**config.mk**
```make
export PLATFORM = sky130hd
export DESIGN_NAME = aoc_output_path
export DESIGN_NICKNAME = d
export VERILOG_FILES = /design/src/core/aoc_pkg.sv /design/src/core/aoc_offset_loop.sv /design/src/core/aoc_output_path.sv
export SDC_FILE = /design/constraint.sdc
export NUM_CORES = 1
export LEC_CHECK = 0
export BUFFER_PORTS_ARGS = -buffer_cell sky130_fd_sc_hd__buf_2
export CAP_MARGIN = 25
export CORE_MARGIN = 4
export CORE_UTILIZATION = 63
export CTS_CLUSTER_DIAMETER = 100
export CTS_CLUSTER_SIZE = 30
export DETAILED_ROUTE_END_ITERATION = 10
export PLACE_DENSITY = 0.89
export SYNTH_ARGS = -nofsm -noshare
export SYNTH_HDL_FRONTEND = slang
export SYNTH_HIERARCHICAL = 1
export SYNTH_SLANG_ARGS = --single-unit
```
**constraint.sdc**
```tcl
create_clock -name ref_clk -period 5.6 [get_ports ref_clk]
set_input_delay 1.4 -clock ref_clk [delete_from_list [all_inputs] [get_ports ref_clk]]
set_output_delay 1.4 -clock ref_clk [all_outputs]
set_load 0.05 [all_outputs]
```
**src/core/aoc_pkg.sv**
```systemverilog
package aoc_pkg;

    // ------------------------------------------------------------
    // widths
    // ------------------------------------------------------------
    localparam int DW       = 11;
    localparam int PAIRS    = 6;
    localparam int AW       = 8;
    localparam int RW       = 32;
    localparam int ACC_W    = 41;
    localparam int PIN_W    = 5;

    // ------------------------------------------------------------
    // register map
    // ------------------------------------------------------------
    localparam logic [7:0] REG_CTRL   = 8'h00;
    localparam logic [7:0] REG_OFFSET = 8'h04;
    localparam logic [7:0] REG_DRIVE  = 8'h08;
    localparam logic [7:0] REG_EST_A  = 8'h0c;
    localparam logic [7:0] REG_EST_B  = 8'h10;
    localparam logic [7:0] REG_STATUS = 8'h14;

    localparam int CTRL_TWOS_BIT   = 0;
    localparam int CTRL_DDR_BIT    = 1;
    localparam int CTRL_LOWLAT_BIT = 2;
    localparam int CTRL_PDM_LSB    = 8;
    localparam int OFS_EN_BIT      = 0;
    localparam int OFS_FRZ_BIT     = 1;
    localparam int OFS_TC_LSB      = 4;
    localparam int DRV_CUR_LSB     = 0;
    localparam int DRV_DBL_BIT     = 2;
    localparam int DRV_TERM_LSB    = 4;
    localparam int DRV_DATA_BIT    = 8;
    localparam int DRV_CLK_BIT     = 9;

    localparam logic [31:0] CTRL_RST   = 32'h0000_0000;
    localparam logic [31:0] OFFSET_RST = 32'h0000_0000;
    localparam logic [31:0] DRIVE_RST  = 32'h0000_0000;

    // buffer current codes, 3.5 mA is the reset code
    localparam logic [1:0] CUR_3P5  = 2'h0;
    localparam logic [1:0] CUR_2P5  = 2'h1;
    localparam logic [1:0] CUR_4P5  = 2'h2;
    localparam logic [1:0] CUR_1P75 = 2'h3;

    // power-state field codes
    localparam logic [2:0] PDM_A_OFF  = 3'h1;
    localparam logic [2:0] PDM_B_OFF  = 3'h2;
    localparam logic [2:0] PDM_AB_OFF = 3'h3;
    localparam logic [2:0] PDM_GLOBAL = 3'h4;
    localparam logic [2:0] PDM_MUX    = 3'h7;

    // ------------------------------------------------------------
    // data path
    // ------------------------------------------------------------
    localparam int LAT_DEFAULT = 14;
    localparam int LAT_LOW     = 10;
    localparam int DL_DEPTH    = 14;

    localparam logic [10:0] MSB_FLIP     = 11'h400;
    localparam logic [10:0] OVR_POS_BIN  = 11'h7ff;
    localparam logic [10:0] OVR_POS_TWOS = 11'h3ff;
    localparam logic [10:0] OVR_NEG_BIN  = 11'h000;
    localparam logic [10:0] OVR_NEG_TWOS = 11'h400;

    // four ref_clk cycles per sample: two high, two low on the forwarded clock
    typedef enum logic [1:0] {
        AOC_PH_HI0 = 2'b00,
        AOC_PH_HI1 = 2'b01,
        AOC_PH_LO0 = 2'b10,
        AOC_PH_LO1 = 2'b11
    } aoc_phase_t;

    // offset loop time constant as a power of two
    function automatic logic [4:0] tc_shift(input logic [2:0] code);
        case (code)
            3'h0:    tc_shift = 5'h1b;
            3'h1:    tc_shift = 5'h1a;
            3'h2:    tc_shift = 5'h19;
            3'h3:    tc_shift = 5'h18;
            3'h4:    tc_shift = 5'h1c;
            3'h5:    tc_shift = 5'h1d;
            default: tc_shift = 5'h1b;
        endcase
    endfunction

endpackage

```
**src/core/aoc_offset_loop.sv**
```systemverilog
module aoc_offset_loop (
    input  wire logic                 ref_clk,
    input  wire logic                 rst_n,
    input  wire logic                 sample_en,
    input  wire logic                 loop_en,
    input  wire logic                 freeze,
    input  wire logic [2:0]           tc_code,
    input  wire logic signed [10:0]   sample_in,
    output wire logic signed [10:0]   estimate
);
    localparam int DW = aoc_pkg::DW;
    localparam int AW = aoc_pkg::ACC_W;

    logic        [4:0]    shift;
    logic signed [AW-1:0] acc_q;
    logic signed [AW-1:0] acc_d;
    logic signed [AW-1:0] leak;
    logic signed [AW-1:0] x_ext;

    assign shift = aoc_pkg::tc_shift(tc_code);                          // RULE19
    assign leak  = acc_q >>> shift;
    assign x_ext = {{(AW-DW){sample_in[DW-1]}}, sample_in};
    // leaky integrator: acc settles at mean * 2^shift
    // cleared while disabled so a re-enable starts from zero
    assign acc_d = !loop_en ? '0 :                                      // RULE21
                   (freeze || !sample_en) ? acc_q :                     // RULE20
                   acc_q + x_ext - leak;                                // RULE18
    assign estimate = leak[DW-1:0];

    always_ff @(posedge ref_clk or negedge rst_n) begin
        if (!rst_n) begin
            acc_q <= '0;
        end else begin
            acc_q <= acc_d;
        end
    end
endmodule // aoc_offset_loop

```
**src/core/aoc_output_path.sv**
```systemverilog
// Operation
// [RULE1] ddr: eleven bits per channel, one shared clock
// [RULE2] each pair carries two bits per sample period
// [RULE3] odd bits at rising, even at falling edge
// [RULE4] receiver samples on both forwarded clock edges
// [RULE5] four buffer currents, 3.5 mA default
// [RULE6] current double doubles data and clock current
// [RULE7] three termination enables, eight combinations
// [RULE8] separate data and clock drive strength
// [RULE9] twos complement or binary, register or pin
// [RULE10] positive overdrive gives full-scale high code
// [RULE11] negative overdrive gives full-scale low code
// [RULE12] multiplexing only in parallel single-ended mode
// [RULE13] mux uses channel b bus, a tristated
// [RULE14] multiplexed mode only below 65 MSPS
// [RULE15] power-state 111 or all pins high: mux
// [RULE16] latency 14 samples, 10 in low latency
// [RULE17] low latency bypasses offset correction
// [RULE18] enabled loop estimates and subtracts offset
// [RULE19] time constant field maps to power of two
// [RULE20] freeze holds estimate, still applied
// [RULE21] offset correction off after reset
// [RULE22] mux: a word at rise, b at fall
module aoc_output_path (
    input  wire logic         ref_clk,
    input  wire logic         rst_n,
    input  wire logic [7:0]   reg_addr,
    input  wire logic [31:0]  reg_wdata,
    input  wire logic         reg_wr,
    input  wire logic         reg_rd,
    output logic      [31:0]  reg_rdata,
    input  wire logic [10:0]  sample_a,
    input  wire logic [10:0]  sample_b,
    input  wire logic         ovr_pos_a,
    input  wire logic         ovr_neg_a,
    input  wire logic         ovr_pos_b,
    input  wire logic         ovr_neg_b,
    input  wire logic         parallel_config_mode,
    input  wire logic         serial_select_pin,
    input  wire logic [2:0]   parallel_control_pins,
    output logic              forwarded_clock,
    output logic      [10:0]  channel_a_bus,
    output logic              channel_a_oe_n,
    output logic      [10:0]  channel_b_bus,
    output logic              channel_b_oe_n,
    output logic      [5:0]   ddr_a,
    output logic      [5:0]   ddr_b,
    output logic              ddr_oe_n,
    output logic      [1:0]   lvds_current_sel,
    output logic              current_double,
    output logic      [2:0]   termination_sel,
    output logic              data_drive_level,
    output logic              clock_drive_level
);
    localparam int DW = aoc_pkg::DW;
    localparam int PW = aoc_pkg::PAIRS;
    localparam int RW = aoc_pkg::RW;
    localparam int ND = aoc_pkg::DL_DEPTH;

    // ------------------------------------------------------------
    // helpers
    // ------------------------------------------------------------
    // pair k carries bit 2k+1 then bit 2k; the top pair has no odd bit
    function automatic logic [5:0] odd_bits(input logic [10:0] w);
        logic [11:0] x;
        x = {1'b0, w};
        for (int k = 0; k < 6; k++) begin
            odd_bits[k] = x[2*k+1];
        end
    endfunction

    function automatic logic [5:0] even_bits(input logic [10:0] w);
        even_bits = '0;
        for (int k = 0; k < 6; k++) begin
            even_bits[k] = w[2*k];
        end
    endfunction

    // ------------------------------------------------------------
    // pin synchronisers
    // ------------------------------------------------------------
    logic [4:0] pin_s1_q;
    logic [4:0] pin_s2_q;

    always_ff @(posedge ref_clk or negedge rst_n) begin
        if (!rst_n) begin
            pin_s1_q <= '0;
            pin_s2_q <= '0;
        end else begin
            pin_s1_q <= {parallel_config_mode, serial_select_pin, parallel_control_pins};
            pin_s2_q <= pin_s1_q;
        end
    end

    // ------------------------------------------------------------
    // registers
    // ------------------------------------------------------------
    logic [31:0] ctrl_q;
    logic [31:0] ofs_q;
    logic [31:0] drv_q;
    logic [31:0] rdata_d;
    logic [31:0] status_w;
    logic        wr_ctrl;
    logic        wr_ofs;
    logic        wr_drv;

    assign wr_ctrl = reg_wr && (reg_addr == aoc_pkg::REG_CTRL);
    assign wr_ofs  = reg_wr && (reg_addr == aoc_pkg::REG_OFFSET);
    assign wr_drv  = reg_wr && (reg_addr == aoc_pkg::REG_DRIVE);

    always_ff @(posedge ref_clk or negedge rst_n) begin
        if (!rst_n) begin
            ctrl_q <= aoc_pkg::CTRL_RST;
            ofs_q  <= aoc_pkg::OFFSET_RST;                             // RULE21
            drv_q  <= aoc_pkg::DRIVE_RST;                              // RULE5
        end else begin
            if (wr_ctrl) begin
                ctrl_q <= reg_wdata;
            end
            if (wr_ofs) begin
                ofs_q <= reg_wdata;
            end
            if (wr_drv) begin
                drv_q <= reg_wdata;
            end
        end
    end

    // buffer controls leave the block straight from the drive register
    assign lvds_current_sel  = drv_q[aoc_pkg::DRV_CUR_LSB +: 2];      // RULE5
    assign current_double    = drv_q[aoc_pkg::DRV_DBL_BIT];           // RULE6
    assign termination_sel   = drv_q[aoc_pkg::DRV_TERM_LSB +: 3];     // RULE7
    assign data_drive_level  = drv_q[aoc_pkg::DRV_DATA_BIT];          // RULE8
    assign clock_drive_level = drv_q[aoc_pkg::DRV_CLK_BIT];           // RULE8

    // ------------------------------------------------------------
    // mode decode
    // ------------------------------------------------------------
    logic       par_mode;
    logic       eff_twos;
    logic [2:0] eff_pdm;
    logic       ddr_on;
    logic       mux_on;
    logic       low_lat;
    logic       corr_on;
    logic       a_off;
    logic       b_off;

    assign par_mode = pin_s2_q[4];
    assign eff_twos = par_mode ? pin_s2_q[3] : ctrl_q[aoc_pkg::CTRL_TWOS_BIT];      // RULE9
    assign eff_pdm  = par_mode ? pin_s2_q[2:0] : ctrl_q[aoc_pkg::CTRL_PDM_LSB +: 3];
    assign ddr_on   = ctrl_q[aoc_pkg::CTRL_DDR_BIT];
    assign mux_on   = (eff_pdm == aoc_pkg::PDM_MUX) && !ddr_on;        // RULE12 RULE15
    assign low_lat  = ctrl_q[aoc_pkg::CTRL_LOWLAT_BIT];
    assign corr_on  = ofs_q[aoc_pkg::OFS_EN_BIT] && !low_lat;          // RULE17
    assign a_off    = ddr_on || mux_on || (eff_pdm == aoc_pkg::PDM_A_OFF)
                      || (eff_pdm == aoc_pkg::PDM_AB_OFF) || (eff_pdm == aoc_pkg::PDM_GLOBAL);
    assign b_off    = ddr_on || (eff_pdm == aoc_pkg::PDM_B_OFF)
                      || (eff_pdm == aoc_pkg::PDM_AB_OFF) || (eff_pdm == aoc_pkg::PDM_GLOBAL);

    // ------------------------------------------------------------
    // sample phase divider
    // ------------------------------------------------------------
    aoc_pkg::aoc_phase_t phase_q;
    aoc_pkg::aoc_phase_t phase_d;
    logic                sample_en;
    logic                fall_en;

    always_comb begin
        case (phase_q)
            aoc_pkg::AOC_PH_HI0: phase_d = aoc_pkg::AOC_PH_HI1;
            aoc_pkg::AOC_PH_HI1: phase_d = aoc_pkg::AOC_PH_LO0;
            aoc_pkg::AOC_PH_LO0: phase_d = aoc_pkg::AOC_PH_LO1;
            default:             phase_d = aoc_pkg::AOC_PH_HI0;
        endcase
    end

    assign sample_en = (phase_q == aoc_pkg::AOC_PH_LO1);
    assign fall_en   = (phase_q == aoc_pkg::AOC_PH_HI1);

    always_ff @(posedge ref_clk or negedge rst_n) begin
        if (!rst_n) begin
            phase_q <= aoc_pkg::AOC_PH_HI0;
        end else begin
            phase_q <= phase_d;
        end
    end

    // ------------------------------------------------------------
    // per-channel correction, clamp and format
    // ------------------------------------------------------------
    logic [DW-1:0] raw_w  [0:1];
    logic          ovp_w  [0:1];
    logic          ovn_w  [0:1];
    logic [DW-1:0] proc_w [0:1];
    logic [DW-1:0] est_w  [0:1];

    assign raw_w[0] = sample_a;
    assign raw_w[1] = sample_b;
    assign ovp_w[0] = ovr_pos_a;
    assign ovp_w[1] = ovr_pos_b;
    assign ovn_w[0] = ovr_neg_a;
    assign ovn_w[1] = ovr_neg_b;

    for (genvar ch = 0; ch < 2; ch++) begin : g_chan
        logic signed [DW-1:0] s_w;
        logic signed [DW-1:0] e_w;
        logic signed [DW:0]   diff_w;
        logic        [DW-1:0] sat_w;
        logic        [DW-1:0] cl_w;

        assign s_w = raw_w[ch] ^ aoc_pkg::MSB_FLIP;

        aoc_offset_loop u_loop (
            .ref_clk   (ref_clk),
            .rst_n     (rst_n),
            .sample_en (sample_en),
            .loop_en   (corr_on),
            .freeze    (ofs_q[aoc_pkg::OFS_FRZ_BIT]),
            .tc_code   (ofs_q[aoc_pkg::OFS_TC_LSB +: 3]),
            .sample_in (s_w),
            .estimate  (e_w)
        );

        assign est_w[ch] = e_w;
        // estimate is zero while the loop is off, so the subtraction is a no-op
        assign diff_w = {s_w[DW-1], s_w} - {e_w[DW-1], e_w};          // RULE18
        assign sat_w  = (diff_w[DW] != diff_w[DW-1]) ?
                        (diff_w[DW] ? aoc_pkg::OVR_NEG_TWOS : aoc_pkg::OVR_POS_TWOS) :
                        diff_w[DW-1:0];
        // negative overdrive wins if the core flags both
        assign cl_w = ovn_w[ch] ? aoc_pkg::OVR_NEG_TWOS :             // RULE11
                      ovp_w[ch] ? aoc_pkg::OVR_POS_TWOS : sat_w;      // RULE10
        assign proc_w[ch] = eff_twos ? cl_w : (cl_w ^ aoc_pkg::MSB_FLIP);   // RULE9
    end

    // ------------------------------------------------------------
    // latency line
    // ------------------------------------------------------------
    logic [2*DW-1:0] dl_q [0:ND-1];
    logic [2*DW-1:0] tap_w;
    logic [2*DW-1:0] word_q;

    always_ff @(posedge ref_clk or negedge rst_n) begin
        if (!rst_n) begin
            dl_q[0] <= '0;
        end else if (sample_en) begin
            dl_q[0] <= {proc_w[1], proc_w[0]};
        end
    end

    for (genvar i = 1; i < ND; i++) begin : g_dl
        always_ff @(posedge ref_clk or negedge rst_n) begin
            if (!rst_n) begin
                dl_q[i] <= '0;
            end else if (sample_en) begin
                dl_q[i] <= dl_q[i-1];
            end
        end
    end

    // low latency taps earlier; the correction is already bypassed
    assign tap_w = low_lat ? dl_q[aoc_pkg::LAT_LOW-1] : dl_q[aoc_pkg::LAT_DEFAULT-1];   // RULE16

    // ------------------------------------------------------------
    // output launch
    // ------------------------------------------------------------
    always_ff @(posedge ref_clk or negedge rst_n) begin
        if (!rst_n) begin
            word_q          <= '0;
            forwarded_clock <= 1'b0;
            ddr_a           <= '0;
            ddr_b           <= '0;
            channel_a_bus   <= '0;
            channel_b_bus   <= '0;
        end else if (sample_en) begin
            word_q          <= tap_w;
            forwarded_clock <= 1'b1;                                   // RULE1
            ddr_a           <= odd_bits(tap_w[DW-1:0]);                // RULE3
            ddr_b           <= odd_bits(tap_w[2*DW-1:DW]);             // RULE3
            channel_a_bus   <= tap_w[DW-1:0];
            // channel a word leads on the shared bus
            channel_b_bus   <= mux_on ? tap_w[DW-1:0] : tap_w[2*DW-1:DW];   // RULE13 RULE22
        end else if (fall_en) begin
            forwarded_clock <= 1'b0;
            ddr_a           <= even_bits(word_q[DW-1:0]);              // RULE2 RULE3
            ddr_b           <= even_bits(word_q[2*DW-1:DW]);           // RULE2 RULE3
            if (mux_on) begin
                channel_b_bus <= word_q[2*DW-1:DW];                    // RULE22
            end
        end
    end

    always_ff @(posedge ref_clk or negedge rst_n) begin
        if (!rst_n) begin
            ddr_oe_n       <= 1'b1;
            channel_a_oe_n <= 1'b1;
            channel_b_oe_n <= 1'b1;
        end else begin
            ddr_oe_n       <= !ddr_on;
            channel_a_oe_n <= a_off;                                   // RULE13
            channel_b_oe_n <= b_off;
        end
    end

    // ------------------------------------------------------------
    // register read
    // ------------------------------------------------------------
    assign status_w = {24'h00_0000, ddr_on, mux_on, low_lat, corr_on, eff_twos, eff_pdm};

    always_comb begin
        case (reg_addr)
            aoc_pkg::REG_CTRL:   rdata_d = ctrl_q;
            aoc_pkg::REG_OFFSET: rdata_d = ofs_q;
            aoc_pkg::REG_DRIVE:  rdata_d = drv_q;
            aoc_pkg::REG_EST_A:  rdata_d = {{(RW-DW){est_w[0][DW-1]}}, est_w[0]};
            aoc_pkg::REG_EST_B:  rdata_d = {{(RW-DW){est_w[1][DW-1]}}, est_w[1]};
            aoc_pkg::REG_STATUS: rdata_d = status_w;
            default:             rdata_d = '0;
        endcase
    end

    // read data stand for one cycle only, zero otherwise
    always_ff @(posedge ref_clk or negedge rst_n) begin
        if (!rst_n) begin
            reg_rdata <= '0;
        end else begin
            reg_rdata <= reg_rd ? rdata_d : '0;
        end
    end
endmodule // aoc_output_path

```
=== After elaboration in Yosys (flattened, before gate mapping) ===
Index checks and enable logic that the tools add are counted.

* Word-level logic and storage cells: 117
* Input port bits: 75
* Bits in registers: 590
* Output and inout port bits: 78

* Reduce and logical (&&, ||, !) cells: 21
* Muxes and demuxes: 31
* Shift operators: 2
* Equal/unequal tests: 21
* Bitwise operators: 4
* $add $sub $neg: 6

{| class="wikitable"
|+ Operators by type and width
! kind !! count
|-
| 32-bit case mux with 6 select lines || 1
|-
| 41-bit 2-to-1 mux || 4
|-
| 11-bit 2-to-1 mux || 14
|-
| 41-bit adder || 2
|-
| 41-bit by 5-bit >>> shifter with 41-bit output || 2
|-
| 41-bit subtractor || 2
|-
| 32-bit 2-to-1 mux || 1
|-
| 6-bit 2-to-1 mux || 4
|-
| 11-bit by 11-bit subtractor with 12-bit output || 2
|-
| 22-bit 2-to-1 mux || 1
|-
| 8-bit by 4-bit == test with 1-bit output, second input constant || 2
|-
| 8-bit by 5-bit == test with 1-bit output, second input constant || 2
|-
| 3-bit case mux with 5 select lines || 1
|-
| 3-bit by 2-bit == test with 1-bit output, second input constant || 4
|-
| 3-bit == test, second input constant || 4
|-
| 8-bit by 3-bit == test with 1-bit output, second input constant || 1
|-
| 8-bit logical NOT || 1
|-
| 1-bit logical OR || 8
|-
| 3-bit by 1-bit == test with 1-bit output, second input constant || 2
|-
| 2-bit case mux with 3 select lines || 1
|-
| 1-bit logical AND || 5
|-
| 2-bit == test, second input constant || 2
|-
| 1-bit inverter || 4
|-
| 2-bit nonzero test || 2
|-
| 8 further kinds || 13
|}

=== Depth between registers and ports, before layout ===
* Word-level depth: 10
* Depth in mapped cells: 23
* Gate-level depth less buffers: 22

=== By module ===
The synthesis kept the hierarchy.

{| class="wikitable"
|+ Modules (own cells, without submodules)
! module !! area an instance (µm²) !! instances !! seq. area each (µm²) !! cells an instance
|-
| aoc_output_path || 21,089.0 || 1 || 12,440.7 || 1,517
|-
| aoc_offset_loop at g_chan[1].u_loop || 5,844.4 || 1 || 1,026.0 || 741
|-
| aoc_offset_loop at g_chan[0].u_loop || 5,645.4 || 1 || 1,026.0 || 737
|}

=== Worst setup path after synthesis ===
No wires, ideal clock.

* Path kind: input -> register
* From: input port sample_a[10]
* To: register g_chan[0].u_loop.acc_q[37]
* Setup time: 0.129 ns
* Path buffers: 1
* Cell stages on the path: 15
* Slack: 0.169 ns
* Arrival: 5.302 ns
* Required time: 5.471 ns
* Cells stage by stage: inv_1 -> inv_1 -> fa_1 -> inv_1 -> ha_1 -> buf_6 -> a21o_1 -> o21bai_1 -> a221o_1 -> a21oi_2 -> o21ai_2 -> a221o_2 -> a221oi_4 -> or4_1 -> nand3_1

* Word-level cells in the longest chain between the ends: 5

{| class="wikitable"
|+ Ends and longest elaborated chain
! what !! RTL line !! source
|-
| start, declared || aoc_output_path.sv:32 || <nowiki>input wire logic [10:0] sample_a,</nowiki>
|-
| 1-bit inverter (no line) || -- ||
|-
| 41-bit adder || aoc_offset_loop.sv:27 || <nowiki>acc_q + x_ext - leak;</nowiki>
|-
| 41-bit subtractor || aoc_offset_loop.sv:27 ||
|-
| 41-bit 2-to-1 mux || aoc_offset_loop.sv:26 || <nowiki>(freeze || !sample_en) ? acc_q :</nowiki>
|-
| 41-bit 2-to-1 mux || aoc_offset_loop.sv:25 || <nowiki>assign acc_d = !loop_en ? '0 :</nowiki>
|-
| end signal, assigned || aoc_offset_loop.sv:32 || <nowiki>acc_q <= '0;</nowiki>
|-
| end signal, assigned || aoc_offset_loop.sv:34 || <nowiki>acc_q <= acc_d;</nowiki>
|-
| end, declared || aoc_offset_loop.sv:15 || <nowiki>logic signed [AW-1:0] acc_q;</nowiki>
|}

No other way between the ends. The select of a mux whose other input is x is not followed.
A chain may end at the register's enable or synchronous reset.

=== Worst setup path after layout ===
* From: register ofs_q[5]
* To: register g_chan[0].u_loop.acc_q[35]

* Word-level cells in the longest chain between the ends: 6
* Elaborated cells on any way between the ends: 10
* Classes of those cells: add/sub (1); eq/ne (5); shift (1); mux (3)

{| class="wikitable"
|+ Ends and longest elaborated chain
! what !! RTL line !! source
|-
| start, declared || aoc_output_path.sv:99 || <nowiki>logic [31:0] ofs_q;</nowiki>
|-
| start signal, assigned || aoc_output_path.sv:114 || <nowiki>ofs_q <= aoc_pkg::OFFSET_RST;</nowiki>
|-
| start signal, assigned || aoc_output_path.sv:121 || <nowiki>ofs_q <= reg_wdata;</nowiki>
|-
| 3-bit == test (tied with other cells) || aoc_pkg.sv:76 || <nowiki>case (code)</nowiki>
|-
| 3-bit case mux with 5 select lines * || aoc_pkg.sv:76 ||
|-
| 41-bit by 5-bit >>> shifter with 41-bit output * || aoc_offset_loop.sv:21 || <nowiki>assign leak = acc_q >>> shift;</nowiki>
|-
| via g_chan[0].e_w[10] || aoc_output_path.sv:207 || <nowiki>logic signed [DW-1:0] e_w;</nowiki>
|-
| 41-bit subtractor * || aoc_offset_loop.sv:27 ||
|-
| 41-bit 2-to-1 mux * || aoc_offset_loop.sv:26 ||
|-
| 41-bit 2-to-1 mux * || aoc_offset_loop.sv:25 ||
|}

The timed path passes the listed nets; every way through them passes the cells marked *. The select of a mux whose other input is x is not followed.

==> impl_metrics.csv <==
group,metric,value,unit
floorplan,die_x,235,um
layout,layout_commonest_cell,"dfrtp_1",
global_routing,antenna_found_initial,8,
placed_design,hpwl,57800,um
job,maxCapViolCount,0,
setup_path,cp.required,6100,ps
layout,final_cell_mix,"575 x dfrtp_1, 407 x mux2_2, 300 x inv_1, 220 x nand2_1, 177 x a21oi_1",
pwr,p_clk_share,27.1,%
timing,min_period,5180,ps
yosys,syn_area_per_cell,10.9,um2
layout,nNetsFinal,3326,
yosys,async_flop_share,100,%
timing,hold_viol_final,0,
detailed_routing,wire_per_inst,21.2,um
yosys,syn_nets,3262,
worst_hold_path,hold_start,"pin_s1_q[1]",
timing,fin_setup_tns,0,ps
clock_network,cts_tree,"built",
timing,slew_violations,0,
floorplan,core-area,51300,um2
yosys,synth_edf_count,0,
placed_design,placed_cell_area,33900,um2
timing,rsz0062_at_grt,"false",
placed_design,io_buffers,152,
layout,area_growth,6.84,%
yosys,synthCells,2995,
pwr,p_leak,0.0163,uW
pwr,combPwrFrac,18.8,%
detailed_routing,final_antenna_net_count,0,
global_routing,grt_max_degree,126,
pwr,p_int,6110,uW
pwr,p_switching,2560,uW
timing,fmax,0.193,GHz
detailed_routing,vias,23200,
yosys,yosysTopAreaCellShare,44.2,%
layout,fin_area,34800,um2
global_routing,grt_pass1_vias,24000,
clock_network,cts_sinks,579,
clock_network,clk_pin_slew,110,ps
setup_path,crit_type,"register to register",
status,outcome,"finished clean",
clock_network,root_buffer,"clkbuf_16",
yosys,netlist_area,32600,um2
yosys,synth.area.top_cells,"dfrtp_1 44%, mux2_2 14%, fa_1 5.0%, ha_1 4.2%, inv_1 3.5%",
setup_path,cp-startpoint,"ofs_q[5]",
pwr,ir_drop,0.255,mV
clock_network,cts_buffers,26,
clock_network,post_cts_resized,0,
pwr,seq_power_share,54.1,%
placed_design,dp_slack,422,ps
detailed_routing,drc,0,
layout,post_route_cells_drive_above_1_share,24.0,%
yosys,ys.flop_type,"dfrtp_1",
timing,fin_crit_sh,92.5,%
setup_path,end_kind,"register",
clock_network,h-tree-depth,1,
pwr,switching_share,29.5,%
timing,max_slew_margin,34.1,%
detailed_routing,wl,79700,um
yosys,yosys_warnings,6,
timing,setup_violations,0,
placed_design,gp_congestion,0.962,
timing,fin_hold_ws,370,ps
yosys,ys_ff_latch,579,
setup_path,cp_max_fo,25,
global_routing,grt_pass1_wl,129000,um
pwr,powerDensity,249,nW/um2
timing,layout_setup_ws,418,ps
floorplan,dieArea,55400,um2
floorplan,io_pins,153,
detailed_routing,drtPass1Iterations,8,
floorplan,initial_core_util,63.5,%
setup_path,worstSetupStartpointType,"register",
floorplan,dieHeight,235,um
detailed_routing,drtIter0Drc,1886,
timing,tightestPinTransition,989,ps
yosys,yosysTopAreaCell,"dfrtp_1",
detailed_routing,viasPerCell,6.16,
yosys,synth_seq_area_share,44.5,%
timing,fin_skew,21.8,ps
floorplan,rows,83,
global_routing,grtUsageTotal,28.3,%
setup_path,worst_ep_arrival_time,5680,ps
clock_network,cts_setup_buffers,0,
layout,fill_cells,3651,
clock_network,cts_hold_buf,0,
yosys,ys_types,90,
setup_path,ff2ff_setup_slack,420,ps
global_routing,grt_overflow,0,
worst_hold_path,hp-class,"register to register",
setup_path,reg2reg_from,"ofs_q[5]",
clock_network,clock_latency,620,ps
clock_network,clockBufferDepth,3,
## power by group through the flow
| stage | Combinational, uW | Sequential (uW) | Clock (uW) |
|---|---|---|---|
| finish | 1630 | 4690 | 2350 |
| global route | 1780 | 4720 | 2550 |
| CTS | 1610 | 4690 | 2390 |
| detailed placement | 1600 | 4770 | 0 |
| global placement | 1530 | 4730 | 0 |
| floorplan | 1140 | 4700 | 0 |
## synth_stat cells, types with 6 or more instances
cell type  instances
clkbuf_1         106
a31o_2             6
or3_1              6
a221o_1           14
nand2_1          220
buf_4             18
a211oi_2           6
and2_1            16
a222oi_1           7
mux4_2            15
o211ai_1          12
o21ai_1           25
nand4_1           20
dfrtp_1          576
xnor2_1           42
o221ai_1          10
a21oi_1          177
inv_1            300
a21o_1            54
ha_1             110
o2111ai_1          6
nor3b_1            7
o21bai_1          16
fa_1              82
a211oi_1          24
o21ai_0          132
buf_2             36
a21oi_2            7
o21a_1            20
a31oi_1           17
o21ai_2            7
mux2i_1           92
nand2b_1          22
nor2b_1           20
a21boi_0          16
nor3_1            16
and3_1            19
buf_1              8
nand3_1           38
nor2_1           133
xor2_1            35
mux2_2           407
or2_2              9
## flip-flops by register name, summed over array words and instances (netlist names), 2 cells and up
signal               count
g_chan.u_loop/acc_q     82
pin_s2_q                 5
word_q                  12
channel_b_bus           11
dl_q                   308
channel_a_bus           10
ctrl_q                  32
ddr_a                    6
pin_s1_q                 5
phase_q                  2
reg_rdata               32
ddr_b                    6
ofs_q                   32
drv_q                   32
## worst max-delay path, stage by stage, from the launching register on
cell and delay (ps):
dfrtp_1 430, inv_1 110, nand2_1 240, mux2i_2 220, buf_4 300, nor2_1 80
a21oi_1 250, mux2i_1 120, nand2_1 100, o21ai_0 150, fa_1 540, inv_1 40
ha_1 390, nand4_1 160, o221ai_1 450, a31oi_1 170, o21ai_2 110, a21oi_2 110
o41ai_2 410, nor2_1 140, o2111a_1 270, a221o_1 260
## routing by layer
metal  part of all wire (%)  vias up  track usage, %  wire length, um
li1                       -    10500               -                -
met1                     40    11700            36.4            31800
met2                     50      806            49.7            40200
met3                    5.5      228            3.67             4390
met4                    4.1        8            9.79             3290
met5                  0.049        -               0               39
## final timing paths
check                                              to  cells past startpoint
setup / recovery           g_chan[0].u_loop/acc_q[35]                     21
hold / removal                            pin_s2_q[1]                      0
setup reg to reg           g_chan[0].u_loop/acc_q[35]                     21
hold reg to reg                           pin_s2_q[1]                      0
max in group asynchronous                    ofs_q[1]                      2
min in group asynchronous                   dl_q[130]                      1
## cell families after synthesis
group | count (synthesis) | synth area share, %
muxes | 516 | 18.0
and+or+nand+nor | 549 | 7.77
buffers and inverters | 471 | 5.84
xor gates and xnor gates | 77 | 2.07
adders and majority gates | 192 | 9.26
DFF | 579 | 44.5
AOI/OAI and AO/OA | 611 | 12.5
## metrics by stage
| stage | util, % | total power (uW) | std cells |
|---|---|---|---|
| 6_report | 67.9 | 8670 | 3760 |
| 5_1_grt | 67.9 | 9060 | 3760 |
| 4_1_cts | 67.7 | 8690 | 3754 |
| 3_5_place_dp | 66.1 | 6370 | 3708 |
| 3_3_place_gp | 66.0 | 6260 | 3707 |
| 2_1_floorplan | - | 5850 | 2995 |
## final cells by class
type                    count  area, um2  share of cell area (%)
multi-input cells        1945      16200                    46.6
clock buffers              38        696                    2.00
clock inverters             8        156                   0.449
diodes                      3       7.51                  0.0216
well taps                 680        851                    2.44
inverters                 300       1130                    3.24
flip-flops and latches    579      14500                    41.6
repair buffers            207       1270                    3.64
Note: power is estimated with default switching activity, not from simulation.
